<file path="src/design/acc_params.svh">
/*
 * Register offsets, field positions, reset values and timing counts
 * for the ADC conversion control block.
 * Assumes an APB slave with 32-bit data, one register per aligned word.
 */
`ifndef ACC_PARAMS_SVH
`define ACC_PARAMS_SVH

// ****************************************************************
// Register indices (byte address is four times the index)
// ****************************************************************
`define ACC_IDX_CONTROL    8'hD0
`define ACC_IDX_SETUP      8'hD1
`define ACC_IDX_IRQ        8'hD2
`define ACC_IDX_CHANNEL    8'hD3
`define ACC_IDX_THR_HI     8'hD4
`define ACC_IDX_THR_LO     8'hD5
`define ACC_IDX_RES_HI     8'hD6
`define ACC_IDX_RES_LO     8'hD7

// ****************************************************************
// Reset values
// ****************************************************************
`define ACC_RST_CONTROL    8'h80
`define ACC_RST_SETUP      8'h40
`define ACC_RST_IRQ        8'h00
`define ACC_RST_THR_HI     8'h80

// ****************************************************************
// Control register fields
// ****************************************************************
`define ACC_CTL_PD         7
`define ACC_CTL_ONESHOT    6
`define ACC_CTL_REPEAT     5
`define ACC_CTL_TICK       4
`define ACC_CTL_CMP        3
`define ACC_CTL_FILT       2
`define ACC_CTL_DIR        0

// ****************************************************************
// Setup and interrupt register fields
// ****************************************************************
`define ACC_SET_CLK_HI     7
`define ACC_SET_CLK_LO     6
`define ACC_SET_DUTY       5
`define ACC_SET_REF_HI     1
`define ACC_SET_REF_LO     0
`define ACC_IRQ_CMP_EN     7
`define ACC_IRQ_DONE_EN    6
`define ACC_IRQ_HIT        3
`define ACC_IRQ_DONE       2
`define ACC_IRQ_LIVE       1

// ****************************************************************
// Timing: conversion clock divisors and phase lengths
// ****************************************************************
`define ACC_DIV_00         12
`define ACC_DIV_01         24
`define ACC_DIV_10         96
`define ACC_DIV_11         384
`define ACC_SAMPLE_US      4
`define ACC_CONVERT_US     12
`define ACC_TOTAL_US       16
`define ACC_FAST_KHZ       1000
`define ACC_SAMPLE_TICKS   ((`ACC_SAMPLE_US * `ACC_FAST_KHZ) / 1000)
`define ACC_CONVERT_TICKS  ((`ACC_CONVERT_US * `ACC_FAST_KHZ) / 1000)
`define ACC_DUTY_US        32
`define ACC_WTICK_KHZ      32
`define ACC_DUTY_TICKS     ((`ACC_DUTY_US * `ACC_WTICK_KHZ + 999) / 1000)
`define ACC_FILT_NS        332
`define ACC_CLK_NS         100
`define ACC_FILT_CYCLES    ((`ACC_FILT_NS + `ACC_CLK_NS - 1) / `ACC_CLK_NS)

`endif

</file>
<file path="src/design/acc_pkg.sv">
/*
 * Types for the ADC conversion control block.
 * Assumes nothing beyond a SystemVerilog compiler.
 */
package acc_pkg;

   // Conversion sequencer states
   typedef enum logic [1:0] {
      ACC_IDLE    = 2'b00,
      ACC_SAMPLE  = 2'b01,
      ACC_CONVERT = 2'b10
   } acc_state_e;

   // Reference rail choice sent to the analog core
   typedef enum logic [1:0] {
      ACC_REF_SUPPLY   = 2'b00,
      ACC_REF_EXTERNAL = 2'b01,
      ACC_REF_BANDGAP  = 2'b10
   } acc_ref_e;

   // Steering bundle sent to the analog core
   typedef struct packed {
      logic       power_on;
      logic       filter_on;
      logic       sample;
      logic       convert;
      logic [3:0] channel;
      acc_ref_e   reference;
   } acc_analog_s;

   // Watch-timer tick bundle
   typedef struct packed {
      logic event_tick;
      logic clock_tick;
   } acc_wtimer_s;

endpackage

</file>
<file path="src/design/acc_adc_ctrl.sv">
/*
 * ADC conversion control: registers on APB, mode sequencing, clock
 * division, threshold compare and flags.
 * Assumes the analog core returns its 12-bit result and the live compare
 * level as synchronous inputs, and the watch timer gives one-cycle ticks.
 */
// Register access over APB was decided locally.
// Contract
// - At 1 MHz a conversion is 4 us sampling then 12 us converting.
// - Writing one-shot start with power on converts once; hardware clears it.
// - Completion updates result, sets done flag; interrupt only if enabled; the code sets no done flag in compare mode.
// - Repeat enable performs back-to-back conversions, each updating and flagging.
// - Compare mode flags hit when result above or below threshold per direction.
// - Threshold hit is a wake-up event.
// - Duty-cycled compare runs every 32 us from watch timer clock; the code rounds up to 2 watch clock ticks, about 62.5 us.
// - Each watch timer event in tick mode launches exactly one conversion; the code merges events that arrive before the pending launch starts into one.
// - Control bit 7 powers converter off; resets powered off.
// - Control bit 2 enables input filter; 332 ns settling needed.
// - Setup bits 7-6 divide clock by 12, 24, 96 or 384.
// - Setup bits 1-0 pick supply, external pin or bandgap reference.
// - Interrupt bits 7 and 6 enable compare and done interrupts.
// - Interrupt bit 3 shows compare hit.
// - Interrupt bit 2 shows conversion done.
// - Interrupt bit 1 shows live comparison.
// - Channel select field picks the converted input.
// - Reading the result clears hit and done flags.
// - Threshold and result are upper eight plus lower four bits.
`include "acc_params.svh"

module acc_adc_ctrl
   import acc_pkg::*;
#(
   parameter int DIV_W = 9
) (
   // Clock and reset
   input  wire logic        I_CLK,
   input  wire logic        I_NRST,
   // APB slave
   input  wire logic        I_PSEL,
   input  wire logic        I_PENABLE,
   input  wire logic        I_PWRITE,
   input  wire logic [11:0] I_PADDR,
   input  wire logic [31:0] I_PWDATA,
   output logic      [31:0] O_PRDATA,
   output logic             O_PREADY,
   output logic             O_PSLVERR,
   // Analog core
   input  wire logic [11:0] I_RESULT,
   input  wire logic        I_LIVE_ABOVE,
   output acc_analog_s      O_ANALOG,
   // Watch timer
   input  wire acc_wtimer_s I_WTIMER,
   // Event outputs
   output logic             O_IRQ,
   output logic             O_WAKE,
   output logic             O_FILTER_SETTLED
);

   // ****************************************************************
   // Registers and state
   // ****************************************************************
   logic [7:0]      control;
   logic [7:0]      setup;
   logic [1:0]      irq_enable;
   logic [3:0]      channel;
   logic [11:0]     threshold;
   logic [11:0]     result;
   logic            threshold_hit_flag;
   logic            conversion_done_flag;
   acc_state_e      state;
   logic [DIV_W-1:0] div_count;
   logic [3:0]      phase_count;
   logic [5:0]      duty_count;
   logic [2:0]      filt_count;
   logic            duty_ok;
   logic            tick_pending;

   // ****************************************************************
   // Bus decode
   // ****************************************************************
   logic       wr_en;
   logic       rd_en;
   logic [9:0] idx;
   logic       mapped;
   logic       rd_result;

   assign idx       = I_PADDR[11:2];
   assign wr_en     = I_PSEL && I_PENABLE && I_PWRITE;
   assign rd_en     = I_PSEL && I_PENABLE && !I_PWRITE;
   assign mapped    = (idx >= {2'b00, 8'(`ACC_IDX_CONTROL)}) && (idx <= {2'b00, 8'(`ACC_IDX_RES_LO)});
   assign rd_result = rd_en && ((idx == 10'(`ACC_IDX_RES_HI)) || (idx == 10'(`ACC_IDX_RES_LO)));
   assign O_PREADY  = 1'b1;
   assign O_PSLVERR = I_PSEL && I_PENABLE && !mapped;

   // ****************************************************************
   // Mode and control decode
   // ****************************************************************
   logic powered;
   logic cmp_mode;
   logic conv_tick;
   logic finish;
   logic start;
   logic cmp_hit;
   logic [DIV_W-1:0] div_last;

   assign powered  = !control[`ACC_CTL_PD];
   assign cmp_mode = control[`ACC_CTL_CMP];

   // Divisor chosen by the conversion clock field
   always_comb begin
      case (setup[`ACC_SET_CLK_HI:`ACC_SET_CLK_LO])
         2'b00:   div_last = DIV_W'(`ACC_DIV_00 - 1);
         2'b01:   div_last = DIV_W'(`ACC_DIV_01 - 1);
         2'b10:   div_last = DIV_W'(`ACC_DIV_10 - 1);
         default: div_last = DIV_W'(`ACC_DIV_11 - 1);
      endcase
   end

   // Conversion clock enable pulse
   always_ff @(posedge I_CLK) begin
      if (!I_NRST || state == ACC_IDLE) begin
         div_count <= '0;
      end else if (div_count >= div_last) begin
         div_count <= '0;
      end else begin
         div_count <= div_count + 1'b1;
      end
   end
   assign conv_tick = (state != ACC_IDLE) && (div_count >= div_last);

   // Duty-cycled compare gate, counted in watch timer clock ticks
   always_ff @(posedge I_CLK) begin
      if (!I_NRST) begin
         duty_count <= '0;
         duty_ok    <= 1'b0;
      end else if (I_WTIMER.clock_tick) begin
         if (duty_count >= 6'(`ACC_DUTY_TICKS - 1)) begin
            duty_count <= '0;
            duty_ok    <= 1'b1;
         end else begin
            duty_count <= duty_count + 1'b1;
            duty_ok    <= duty_ok && !start;                       // Launch consumes the slot
         end
      end else if (start) begin
         duty_ok <= 1'b0;
      end
   end

   // Latch a watch timer event until it is launched
   always_ff @(posedge I_CLK) begin
      if (!I_NRST) begin
         tick_pending <= 1'b0;
      end else if (!control[`ACC_CTL_TICK] || !powered) begin
         tick_pending <= 1'b0;
      end else if (I_WTIMER.event_tick) begin
         tick_pending <= 1'b1;
      end else if (start) begin
         tick_pending <= 1'b0;
      end
   end

   // Start conditions for each mode
   always_comb begin
      start = 1'b0;
      if (powered && state == ACC_IDLE) begin
         if (control[`ACC_CTL_ONESHOT]) begin
            start = 1'b1;
         end else if (control[`ACC_CTL_REPEAT]) begin
            start = 1'b1;
         end else if (control[`ACC_CTL_TICK]) begin
            start = tick_pending;
         end else if (cmp_mode) begin
            start = !setup[`ACC_SET_DUTY] || duty_ok;
         end
      end
   end

   // ****************************************************************
   // Conversion sequencer
   // ****************************************************************
   always_ff @(posedge I_CLK) begin
      if (!I_NRST) begin
         state       <= ACC_IDLE;
         phase_count <= '0;
      end else if (!powered) begin
         state       <= ACC_IDLE;
         phase_count <= '0;
      end else begin
         case (state)
            ACC_IDLE: begin
               if (start) begin
                  state       <= ACC_SAMPLE;
                  phase_count <= '0;
               end
            end
            ACC_SAMPLE: begin
               if (conv_tick) begin
                  if (phase_count == 4'(`ACC_SAMPLE_TICKS - 1)) begin
                     state       <= ACC_CONVERT;
                     phase_count <= '0;
                  end else begin
                     phase_count <= phase_count + 1'b1;
                  end
               end
            end
            ACC_CONVERT: begin
               if (conv_tick) begin
                  if (phase_count == 4'(`ACC_CONVERT_TICKS - 1)) begin
                     state       <= ACC_IDLE;
                     phase_count <= '0;
                  end else begin
                     phase_count <= phase_count + 1'b1;
                  end
               end
            end
            default: begin
               state       <= ACC_IDLE;
               phase_count <= '0;
            end
         endcase
      end
   end
   assign finish = powered && state == ACC_CONVERT && conv_tick
                   && phase_count == 4'(`ACC_CONVERT_TICKS - 1);

   // ****************************************************************
   // Result and flags
   // ****************************************************************
   assign cmp_hit = control[`ACC_CTL_DIR] ? (I_RESULT < threshold)
                                          : (I_RESULT > threshold);

   // Result capture at completion
   always_ff @(posedge I_CLK) begin
      if (!I_NRST) begin
         result <= '0;
      end else if (finish) begin
         result <= I_RESULT;
      end
   end

   // Done flag; a completion in the read cycle wins over the clear
   always_ff @(posedge I_CLK) begin
      if (!I_NRST) begin
         conversion_done_flag <= 1'b0;
      end else if (finish && !cmp_mode) begin
         conversion_done_flag <= 1'b1;
      end else if (rd_result) begin
         conversion_done_flag <= 1'b0;
      end
   end

   // Compare hit flag; set wins over clear
   always_ff @(posedge I_CLK) begin
      if (!I_NRST) begin
         threshold_hit_flag <= 1'b0;
      end else if (finish && cmp_mode && cmp_hit) begin
         threshold_hit_flag <= 1'b1;
      end else if (rd_result) begin
         threshold_hit_flag <= 1'b0;
      end
   end

   // Filter settling count after the filter is enabled
   always_ff @(posedge I_CLK) begin
      if (!I_NRST || !control[`ACC_CTL_FILT]) begin
         filt_count <= '0;
      end else if (filt_count != 3'(`ACC_FILT_CYCLES)) begin
         filt_count <= filt_count + 1'b1;
      end
   end

   // ****************************************************************
   // Register writes
   // ****************************************************************
   always_ff @(posedge I_CLK) begin
      if (!I_NRST) begin
         control <= `ACC_RST_CONTROL;
      end else if (wr_en && idx == 10'(`ACC_IDX_CONTROL)) begin
         control <= I_PWDATA[7:0] & 8'hFD;
      end else if (finish || !powered) begin
         control[`ACC_CTL_ONESHOT] <= 1'b0;
      end
   end

   // Setup, interrupt enables, channel and threshold
   always_ff @(posedge I_CLK) begin
      if (!I_NRST) begin
         setup      <= `ACC_RST_SETUP;
         irq_enable <= 2'h0;
         channel    <= 4'h0;
         threshold  <= {`ACC_RST_THR_HI, 4'h0};
      end else if (wr_en) begin
         case (idx)
            10'(`ACC_IDX_SETUP):   setup      <= I_PWDATA[7:0] & 8'hE3;
            10'(`ACC_IDX_IRQ):     irq_enable <= I_PWDATA[7:6];
            10'(`ACC_IDX_CHANNEL): channel    <= I_PWDATA[3:0];
            10'(`ACC_IDX_THR_HI):  threshold[11:4] <= I_PWDATA[7:0];
            10'(`ACC_IDX_THR_LO):  threshold[3:0]  <= I_PWDATA[3:0];
            default: begin
            end
         endcase
      end
   end

   // ****************************************************************
   // Register reads
   // ****************************************************************
   always_comb begin
      O_PRDATA = 32'h0000_0000;
      if (rd_en) begin
         case (idx)
            10'(`ACC_IDX_CONTROL): O_PRDATA[7:0] = control;
            10'(`ACC_IDX_SETUP):   O_PRDATA[7:0] = setup;
            10'(`ACC_IDX_IRQ):     O_PRDATA[7:0] = {irq_enable, 2'b00, threshold_hit_flag,
                                                    conversion_done_flag, I_LIVE_ABOVE && powered, 1'b0};
            10'(`ACC_IDX_CHANNEL): O_PRDATA[3:0] = channel;
            10'(`ACC_IDX_THR_HI):  O_PRDATA[7:0] = threshold[11:4];
            10'(`ACC_IDX_THR_LO):  O_PRDATA[3:0] = threshold[3:0];
            10'(`ACC_IDX_RES_HI):  O_PRDATA[7:0] = result[11:4];
            10'(`ACC_IDX_RES_LO):  O_PRDATA[3:0] = result[3:0];
            default:               O_PRDATA = 32'h0000_0000;
         endcase
      end
   end

   // ****************************************************************
   // Outputs to the analog core and system
   // ****************************************************************
   always_comb begin
      O_ANALOG.power_on  = powered;
      O_ANALOG.filter_on = control[`ACC_CTL_FILT];
      O_ANALOG.sample    = state == ACC_SAMPLE;
      O_ANALOG.convert   = state == ACC_CONVERT;
      O_ANALOG.channel   = channel;
      O_ANALOG.reference = setup[`ACC_SET_REF_HI] ? ACC_REF_BANDGAP
                         : (setup[`ACC_SET_REF_LO] ? ACC_REF_EXTERNAL : ACC_REF_SUPPLY);
   end

   assign O_IRQ = (conversion_done_flag && irq_enable[0])
                || (threshold_hit_flag && irq_enable[1]);
   assign O_WAKE = threshold_hit_flag;
   assign O_FILTER_SETTLED = filt_count == 3'(`ACC_FILT_CYCLES);

endmodule

</file>
<file path="config.mk">
export PLATFORM = sky130hd
export DESIGN_NAME = acc_adc_ctrl
export DESIGN_NICKNAME = d
export VERILOG_FILES = /design/src/design/acc_pkg.sv /design/src/design/acc_adc_ctrl.sv
export VERILOG_INCLUDE_DIRS = /design/src /design/src/design
export SDC_FILE = /design/constraint.sdc
export NUM_CORES = 1
export LEC_CHECK = 0
export BUFFER_PORTS_ARGS = -buffer_cell sky130_fd_sc_hd__buf_4
export CAP_MARGIN = 30
export CORE_MARGIN = 2
export CORE_UTILIZATION = 24
export DETAILED_ROUTE_END_ITERATION = 16
export GPL_ROUTABILITY_DRIVEN = 0
export PLACE_DENSITY = 0.49
export SLEW_MARGIN = 10
export SYNTH_ARGS = -nofsm -noshare
export SYNTH_HDL_FRONTEND = slang
export SYNTH_SLANG_ARGS = --single-unit
</file>
<file path="constraint.sdc">
create_clock -name I_CLK -period 2.85 [get_ports I_CLK]
set_clock_uncertainty 0.05 [all_clocks]
set_input_delay 0.57 -clock I_CLK [delete_from_list [all_inputs] [get_ports I_CLK]]
set_output_delay 0.57 -clock I_CLK [all_outputs]
set_load 0.005 [all_outputs]
</file>
==> flow_metrics.py, run 1 <==
metrics = {
    "status": {
        "status": "completed",
    },
    "clock_network": {
        "htreeDepth": 3,
        "cts_setup_buffers": 0,
        "numCtsBuffers": 9,
        "max-clock-path-buffers": 2,
        "cts_tree": "yes",
        "clk_latency_ps": 340,
        "root_buffer": "clkbuf_16",
        "cts.clk_slew.worst_paths_ps": 50,
        "cts.hold.buffers_added": 0,
        "cts_sinks": 70,
    },
    "synth": {
        "async_flop_share_pct": 0,
        "yosysSeqAreaShare_pct": 33.8,
        "synth_area_per_cell_sq_um": 8.93,
        "synth_top_cells_by_area": "dfxtp_1, mux2i_1, ha_1, nor2b_1, buf_4",
        "synth_flop_cell": "dfxtp_1",
        "synth.top_cell.area_share_pct": 33.8,
        "netlist-cell-type-count": 61,
        "synth-seq-cells": 70,
        "ys_warn_count": 0,
        "synth_area_sq_um": 4150,
        "synth_edf_count": 0,
        "postSynthCellCount": 465,
        "synth_largest_area_cell": "dfxtp_1",
    },
    "detailed_routing": {
        "wl_met2_um": 5010,
        "drc": 0,
        "drt_pass1_iterations": 4,
        "met1Wirelength_um": 4940,
        "drt_iter0_markers": 137,
        "dr_wl_met3_um": 505,
        "vias": 3375,
        "ant_nets": 0,
        "via_per_inst": 4.51,
        "routed.top_layer": "met4",
        "wl_per_cell_um": 14.1,
        "wirelength_um": 10600,
    },
    "global_route": {
        "grt_overflow": 0,
        "grt_antenna_before_repair": 0,
        "grt_max_degree": 52,
        "grt_pass1_wl_um": 17200,
        "grt_pass1_vias": 3305,
        "track_usage_pct": 12.1,
    },
    "timing": {
        "setup_violations": 0,
        "tightest_slew_ps": 506,
        "finalHoldViolCount": 0,
        "slew_headroom_pct": 66.3,
        "rsz0062_at_grt": "false",
        "timing.hold.ws_ps": 422,
        "tns_ps": 0,
        "timing.final.crit_share_pct": 95.2,
        "fmaxAchievable_ghz": 0.369,
        "slew_violations": 0,
        "postLayoutSetupSlackWorst_ps": 138,
        "finalCriticalPeriod_ps": 2710,
    },
    "floorplan": {
        "die_w_um": 136,
        "num_rows": 48,
        "ioPinCount": 111,
        "core_sq_um": 17100,
        "die_h_um": 136,
        "initial_core_util_pct": 24.3,
        "dieArea_sq_um": 18400,
    },
    "run": {
        "cap_violations": 0,
    },
    "layout": {
        "design_area_sq_um": 5010,
        "mostFrequentLayoutCells": "dfxtp_1, buf_4, nand2_1, mux2i_1, nor2b_1",
        "nets": 609,
        "antenna_cells": 0,
        "final_common_cell": "dfxtp_1",
        "drive_gt1_share_pct": 20.6,
        "area_delta_synth_final_pct": 20.7,
    },
    "power_and_ir_drop": {
        "combPwrFrac_pct": 7.7,
        "power.internal_mw": 1.70,
        "p_per_area_nw_per_um2": 445,
        "p_switching_mw": 0.530,
        "finalPower_mw": 2.23,
        "power_frac_clock_pct": 47.9,
        "p_sw_share_pct": 23.8,
        "seqPwrFrac_pct": 44.5,
        "power.leakage_nw": 2.15,
        "ir_worst_vdd_v": 0.000261,
    },
    "critical_path": {
        "cp.required_ps": 2230,
        "crit_fanout": 10,
        "critical_path_class": "primary input to output port",
        "worstSetupStartpointType": "primary input",
        "crit_path_end_kind": "output port",
        "critPathArrivalTime_ps": 2090,
        "rrSetupSlack_ps": 210,
    },
    "placed_design": {
        "io_buffers": 59,
        "pre_cts_ws_ps": -31.2,
        "place_area_sq_um": 4720,
        "hpwlAfterDp_um": 7890,
    },
    "worst_hold_path": {
        "hold_path.class": "primary input to flop",
    },
}
-- Yosys cell counts, drive strengths merged (2+ instances only) --
cell type / number
nand4b: 3
o21ai: 11
mux2: 3
nand2: 42
a21o: 2
xnor2: 2
a221o: 3
mux4: 4
buf: 31
and4: 2
nand3: 18
nor4: 4
clkbuf: 16
a22o: 3
a41oi: 2
dfxtp: 70
mux2i: 41
and3: 3
nor3: 6
nor2: 37
a21oi: 13
conb: 2
nand3b: 3
nor2b: 40
and2: 3
a21boi: 7
ha: 26
inv: 25
a22oi: 6
nand4: 6
xor2: 9
o31ai: 2
-- registers in the layout, summed over array words and instances (netlist names) --
signal,count
result,12
threshold,12
div_count,9
control,7
duty_count,6
setup,5
channel,4
phase_count,4
filt_count,3
irq_enable,2
state,2
O_WAKE,1
conversion_done_flag,1
duty_ok,1
tick_pending,1
-- layout make-up --
cell class / count / area [sq um]
well taps: 225 / 282
flip-flops and latches: 70 / 1400
multi-input cells: 346 / 2450
inverters: 25 / 93.8
clock inverters: 3 / 18.8
clock buffers: 13 / 260
fillers: 1821 / 12100
repair buffers: 67 / 503
-- stage by stage --
stage / std cells / utilization (%)
3_3_place_gp: 733 / 27.6
3_5_place_dp: 733 / 27.6
4_1_cts: 749 / 29.2
5_1_grt: 749 / 29.3
6_report: 749 / 29.3
2_1_floorplan: 488 / -
-- timing repair --
| action | 4_1_cts | 5_1_grt |
|---|---|---|
| endpoints found under the hold margin | 0 | 0 |
| gates resized for setup | 1 | 1 |
| setup endpoints to repair | 1 | 1 |
-- cells by family after synthesis --
logic type	share of synthesized area [%]
adder cells (fa/ha/maj)	8.11
other	0.181
buffers and inverters	9.52
flip-flops	33.8
XOR/XNOR	2.32
AND/OR/NAND/NOR	22.4
multiplexers	12.9
AO/OA/AOI/OAI	10.9
-- power by group through the flow --
stage / registers, mW / clock network (mW) / logic [mW]
floorplan: 1.01 / 0 / 0.117
global placement: 1.01 / 0 / 0.166
detailed placement: 1.01 / 0 / 0.171
CTS: 0.991 / 1.09 / 0.172
global route: 0.992 / 1.13 / 0.191
finish: 0.991 / 1.07 / 0.171
-- critical path, stage by stage --
cell and delay, ps:
buf_4 100, or3b_2 490, nor4_4 250, nand2_2 250, nor3_1 280, buf_4 150
-- per-layer routing --
| metal | vias to the layer above | global-route usage, % |
|---|---|---|
| met5 | - | 0 |
| met4 | 0 | 3.99 |
| met3 | 11 | 2.88 |
| met2 | 102 | 20.2 |
| met1 | 1586 | 15.4 |
| li1 | 1676 | - |
-- path summary, 6_finish.rpt --
| kind | start | endpoint | depth (start not counted) |
|---|---|---|---|
| worst min-delay path | I_WTIMER[1] | tick_pending | 3 |
| worst max-delay path | I_PADDR[5] | O_PRDATA[4] | 6 |
| worst min register to register | duty_ok | duty_ok | 2 |
| worst max register to register | setup[7] | div_count[7] | 6 |
No activity file was read; power rests on OpenSTA's default activity.
==> run 2: changes to the inputs <==
--- a/config.mk
+++ b/config.mk
@@ -13,6 +13,7 @@
 export DETAILED_ROUTE_END_ITERATION = 16
 export GPL_ROUTABILITY_DRIVEN = 0
 export PLACE_DENSITY = 0.49
+export RECOVER_POWER = 100
 export SLEW_MARGIN = 10
 export SYNTH_ARGS = -nofsm -noshare
 export SYNTH_HDL_FRONTEND = slang
==> flow_metrics.py, run 2 (synthesized netlist as in run 1, its figures left out) <==
metrics = {
    "status": {
        "status": "finished with violations",
        "violations": "capacitance limit, slew limit",
    },
    "critical_path": {
        "critPathArrivalTime_ps": 2100,
        "rr_worst_depth": 8,
        "critical_path_class": "primary input to output port",
        "cp.required_ps": 2230,
        "crit_path_end_kind": "output port",
        "worstSetupStartpointType": "primary input",
        "crit_fanout": 10,
        "r2r_end": "result[9]",
        "rrSetupSlack_ps": 170,
        "reg2reg_from": "setup[7]",
    },
    "clock_network": {
        "root_buffer": "clkbuf_16",
        "htreeDepth": 3,
        "max-clock-path-buffers": 2,
        "cts_sinks": 70,
        "cts.hold.buffers_added": 0,
        "clk_latency_ps": 340,
        "cts_tree": "yes",
        "numCtsBuffers": 9,
        "cts.clk_slew.worst_paths_ps": 50,
    },
    "layout": {
        "antenna_cells": 0,
        "fillCellCount": 1823,
        "nets": 609,
        "drive_gt1_share_pct": 19.7,
        "final_common_cell": "dfxtp_1",
        "multi_input_area_sq_um": 2450,
        "seq_area_sq_um": 1400,
        "fin_util_pct": 29.2,
        "area_delta_synth_final_pct": 20.2,
        "mostFrequentLayoutCells": "dfxtp_1, buf_4, nand2_1, mux2i_1, nor2b_1",
        "top_regs": "result: 12 flops, threshold: 12 flops, div_count: 9 flops",
    },
    "timing": {
        "timing.hold.ws_ps": 422,
        "finalHoldViolCount": 0,
        "timing.final.crit_share_pct": 95.5,
        "rsz0062_at_grt": "false",
        "fmaxAchievable_ghz": 0.367,
        "slew_violations": 52,
        "setup_violations": 0,
        "finalCriticalPeriod_ps": 2720,
        "tightest_slew_ps": 2000,
        "slew_headroom_pct": -33.5,
    },
    "detailed_routing": {
        "via_per_inst": 4.48,
        "wirelength_um": 10600,
        "drt_iter0_markers": 117,
        "wl_per_cell_um": 14.1,
        "drc": 0,
        "routed.top_layer": "met4",
        "dr_wl_met3_um": 423,
        "met1Wirelength_um": 5010,
        "ant_nets": 0,
        "drt_pass1_iterations": 4,
        "wl_met2_um": 5010,
        "vias": 3358,
    },
    "power_and_ir_drop": {
        "p_per_area_nw_per_um2": 447,
        "power.leakage_nw": 2.12,
        "finalPower_mw": 2.23,
        "ir_worst_vdd_v": 0.000261,
    },
    "global_route": {
        "grt_antenna_before_repair": 0,
        "track_usage_pct": 12.1,
        "grt_pass1_wl_um": 17200,
        "grt_max_degree": 52,
        "grt_pass1_vias": 3305,
        "grt_overflow": 0,
    },
    "floorplan": {
        "initial_core_util_pct": 24.3,
        "dieArea_sq_um": 18400,
        "die_w_um": 136,
        "core_sq_um": 17100,
        "num_rows": 48,
        "die_h_um": 136,
        "ioPinCount": 111,
    },
    "placed_design": {
        "io_buffers": 59,
        "hpwlAfterDp_um": 7890,
    },
    "worst_hold_path": {
        "hold_end": "tick_pending",
        "min_from": "I_WTIMER[1]",
        "hold_path.class": "primary input to flop",
        "min_path_cells": 3,
    },
    "run": {
        "cap_violations": 1,
    },
}
-- run 2: cell count changes in the layout (fill, tap and decap cells not counted) --
cell      previous run  this run
buf_4               67        42
clkbuf_4             0        19
clkbuf_1             2         7
a21boi_0             6         7
a21boi_1             1         0
clkbuf_2             0         1
-- run 2: worst max-delay path by stage --
stage,startpoint,end,slack (ps),cells after the start
after global placement,I_PADDR[5],O_PRDATA[4],50,6
after detailed placement,I_PADDR[5],O_PRDATA[4],-30,6
after CTS,I_PADDR[5],O_PRDATA[4],60,6
after floorplan,I_PADDR[4],O_PRDATA[0],290,6
final,I_PADDR[5],O_PRDATA[4],130,6
after global routing,I_PADDR[5],O_PRDATA[4],50,6
-- run 2: worst max-delay path, stage by stage --
cell and delay, ps:
clkbuf_4 100, or3b_2 490, nor4_4 250, nand2_2 250, nor3_1 260, clkbuf_4 180
-- run 2: timing repair --
action                     CTS  global route
setup endpoints to repair    1             1
resized for setup            1             1
setup buffers                0             0
-- run 2: area by class of cell --
cell class	count	share of cell area, %
flip-flops and latches	70	28.1
clock buffers	13	5.22
multi-input cells	346	49.1
clock inverters	3	0.376
repair buffers	67	9.65
inverters	25	1.88
well taps	225	5.64
-- run 2: power by group --
| part | internal (mW) | leakage [nW] | total, mW | switching, mW |
|---|---|---|---|---|
| clock | 0.635 | 0.140 | 1.07 | 0.431 |
| combinational | 0.0783 | 1.41 | 0.171 | 0.0928 |
| sequential | 0.985 | 0.564 | 0.991 | 0.00613 |
| total | 1.70 | 2.12 | 2.23 | 0.530 |
-- run 2: per-layer routing --
layer	vias up	global-route usage [%]
li1	1676	-
met1	1585	15.4
met2	85	20.2
met3	12	2.88
met4	0	3.99
met5	-	0
-- run 2: through the flow --
| stage | TNS (ps) | setup slack, ps | area, sq um | instances |
|---|---|---|---|---|
| floorplan | 0 | 289 | 4240 | 488 |
| global placement | 0 | 51.4 | 4720 | 733 |
| detailed placement | -31.2 | -31.2 | 4720 | 733 |
| CTS | 0 | 64.2 | 5000 | 749 |
| global route | 0 | 52.8 | 4990 | 749 |
| finish | 0 | 127 | 4990 | 749 |
==> run 3: changes to the inputs <==
--- a/config.mk
+++ b/config.mk
@@ -9,10 +9,10 @@
 export BUFFER_PORTS_ARGS = -buffer_cell sky130_fd_sc_hd__buf_4
 export CAP_MARGIN = 30
 export CORE_MARGIN = 2
-export CORE_UTILIZATION = 24
+export CORE_UTILIZATION = 53
 export DETAILED_ROUTE_END_ITERATION = 16
 export GPL_ROUTABILITY_DRIVEN = 0
-export PLACE_DENSITY = 0.49
+export PLACE_DENSITY = 0.86
 export RECOVER_POWER = 100
 export SLEW_MARGIN = 10
 export SYNTH_ARGS = -nofsm -noshare
==> flow_metrics.py, run 3 (synthesized netlist as in run 1, its figures left out) <==
metrics = {
    "status": {
        "status": "completed",
    },
    "timing": {
        "slew_headroom_pct": 62.1,
        "rsz0062_at_grt": "false",
        "fmaxAchievable_ghz": 0.371,
        "finalCriticalPeriod_ps": 2700,
        "tns_ps": 0,
        "tightest_slew_ps": 567,
        "finalHoldViolCount": 0,
        "timing.hold.ws_ps": 426,
        "postLayoutSetupSlackWorst_ps": 154,
        "slew_violations": 0,
        "setup_violations": 0,
        "timing.final.crit_share_pct": 94.6,
    },
    "power_and_ir_drop": {
        "power.leakage_nw": 2.04,
        "ir_worst_vdd_v": 0.000266,
        "p_per_area_nw_per_um2": 401,
    },
    "clock_network": {
        "numCtsBuffers": 9,
        "clk_latency_ps": 340,
        "cts_setup_buffers": 0,
        "max-clock-path-buffers": 2,
        "cts_tree": "yes",
        "htreeDepth": 3,
        "cts.clk_slew.worst_paths_ps": 80,
        "cts_sinks": 70,
        "root_buffer": "clkbuf_8",
    },
    "layout": {
        "area_delta_synth_final_pct": 13.1,
        "antenna_cells": 0,
        "final_common_cell": "dfxtp_1",
        "fin_util_pct": 61.4,
        "nets": 606,
        "mostFrequentLayoutCells": "dfxtp_1, buf_4, nand2_1, mux2i_1, nor2b_1",
        "drive_gt1_share_pct": 19.2,
        "top_regs": "result: 12 flops, threshold: 12 flops, div_count: 9 flops",
    },
    "detailed_routing": {
        "drt_iter0_markers": 180,
        "ant_nets": 0,
        "vias": 3384,
        "wirelength_um": 9000,
        "via_per_inst": 5.43,
        "wl_per_cell_um": 14.4,
        "drt_pass1_iterations": 5,
        "drc": 0,
    },
    "floorplan": {
        "core_sq_um": 7650,
        "initial_core_util_pct": 54.3,
        "die_w_um": 92.5,
        "num_rows": 32,
        "dieArea_sq_um": 8560,
        "ioPinCount": 111,
        "die_h_um": 92.5,
    },
    "global_route": {
        "grt_max_degree": 29,
        "grt_pass1_vias": 3225,
        "grt_overflow": 0,
        "grt_antenna_before_repair": 0,
        "track_usage_pct": 21.9,
        "grt_pass1_wl_um": 15100,
    },
    "placed_design": {
        "io_buffers": 59,
        "pre_cts_ws_ps": 62.9,
        "hpwlAfterDp_um": 6830,
    },
    "critical_path": {
        "critPathArrivalTime_ps": 2890,
        "cp.required_ps": 3040,
        "crit_fanout": 15,
        "crit_path_end_kind": "flop",
        "critical_path_class": "flop to flop",
        "worstSetupStartpointType": "flop",
    },
    "worst_hold_path": {
        "hold_path.class": "primary input to flop",
    },
    "run": {
        "cap_violations": 0,
    },
}
[run 3: worst paths after layout]
| check | from | to | slack, ps | depth (start not counted) |
|---|---|---|---|---|
| worst min register to register | duty_ok | duty_ok | 430 | 2 |
| worst min-delay path | I_PWDATA[7] | threshold[11] | 430 | 3 |
| worst max register to register | setup[7] | result[1] | 150 | 8 |
| worst max-delay path | setup[7] | result[1] | 150 | 8 |
[run 3: power by group]
part / internal (mW) / switching (mW)
Combinational: 0.0761 / 0.0854
Clock: 0.327 / 0.405
Sequential: 0.983 / 0.00625
Total: 1.39 / 0.497
[run 3: layout make-up]
type	instances	area, sq um
clock inverters	7	57.6
well taps	102	128
repair buffers	64	467
flip-flops and latches	70	1400
multi-input cells	346	2430
clock buffers	9	124
inverters	25	93.8
fillers	652	2950
[run 3: stage by stage]
stage                     instances  cell area, sq um  power, mW
after detailed placement        607              4540       1.17
after global placement          607              4540       1.17
final                           623              4700       1.88
after floorplan                 488              4240       1.13
after CTS                       623              4730       1.90
after global routing            623              4700       1.96
[run 3: worst max-delay path: stages, from the launching register on]
cell and delay [ps]:
dfxtp_1 460, and2b_1 210, ha_1 180, maj3_1 340, a221o_1 450, o21ai_4 140
clkbuf_2 440, mux2i_1 250, nor2b_1 70
[run 3: what timing repair did]
item,CTS,global route
setup endpoints to repair,0,4
resized for setup,0,1
hold buffers,0,0
[run 3: per-layer routing]
metal  track usage [%]  wire, um  vias up
met5                 0         0        -
met2              36.3      4370      116
met3              3.50       473       23
met4              8.96       179        0
li1                  -         -     1666
met1              28.5      3970     1579
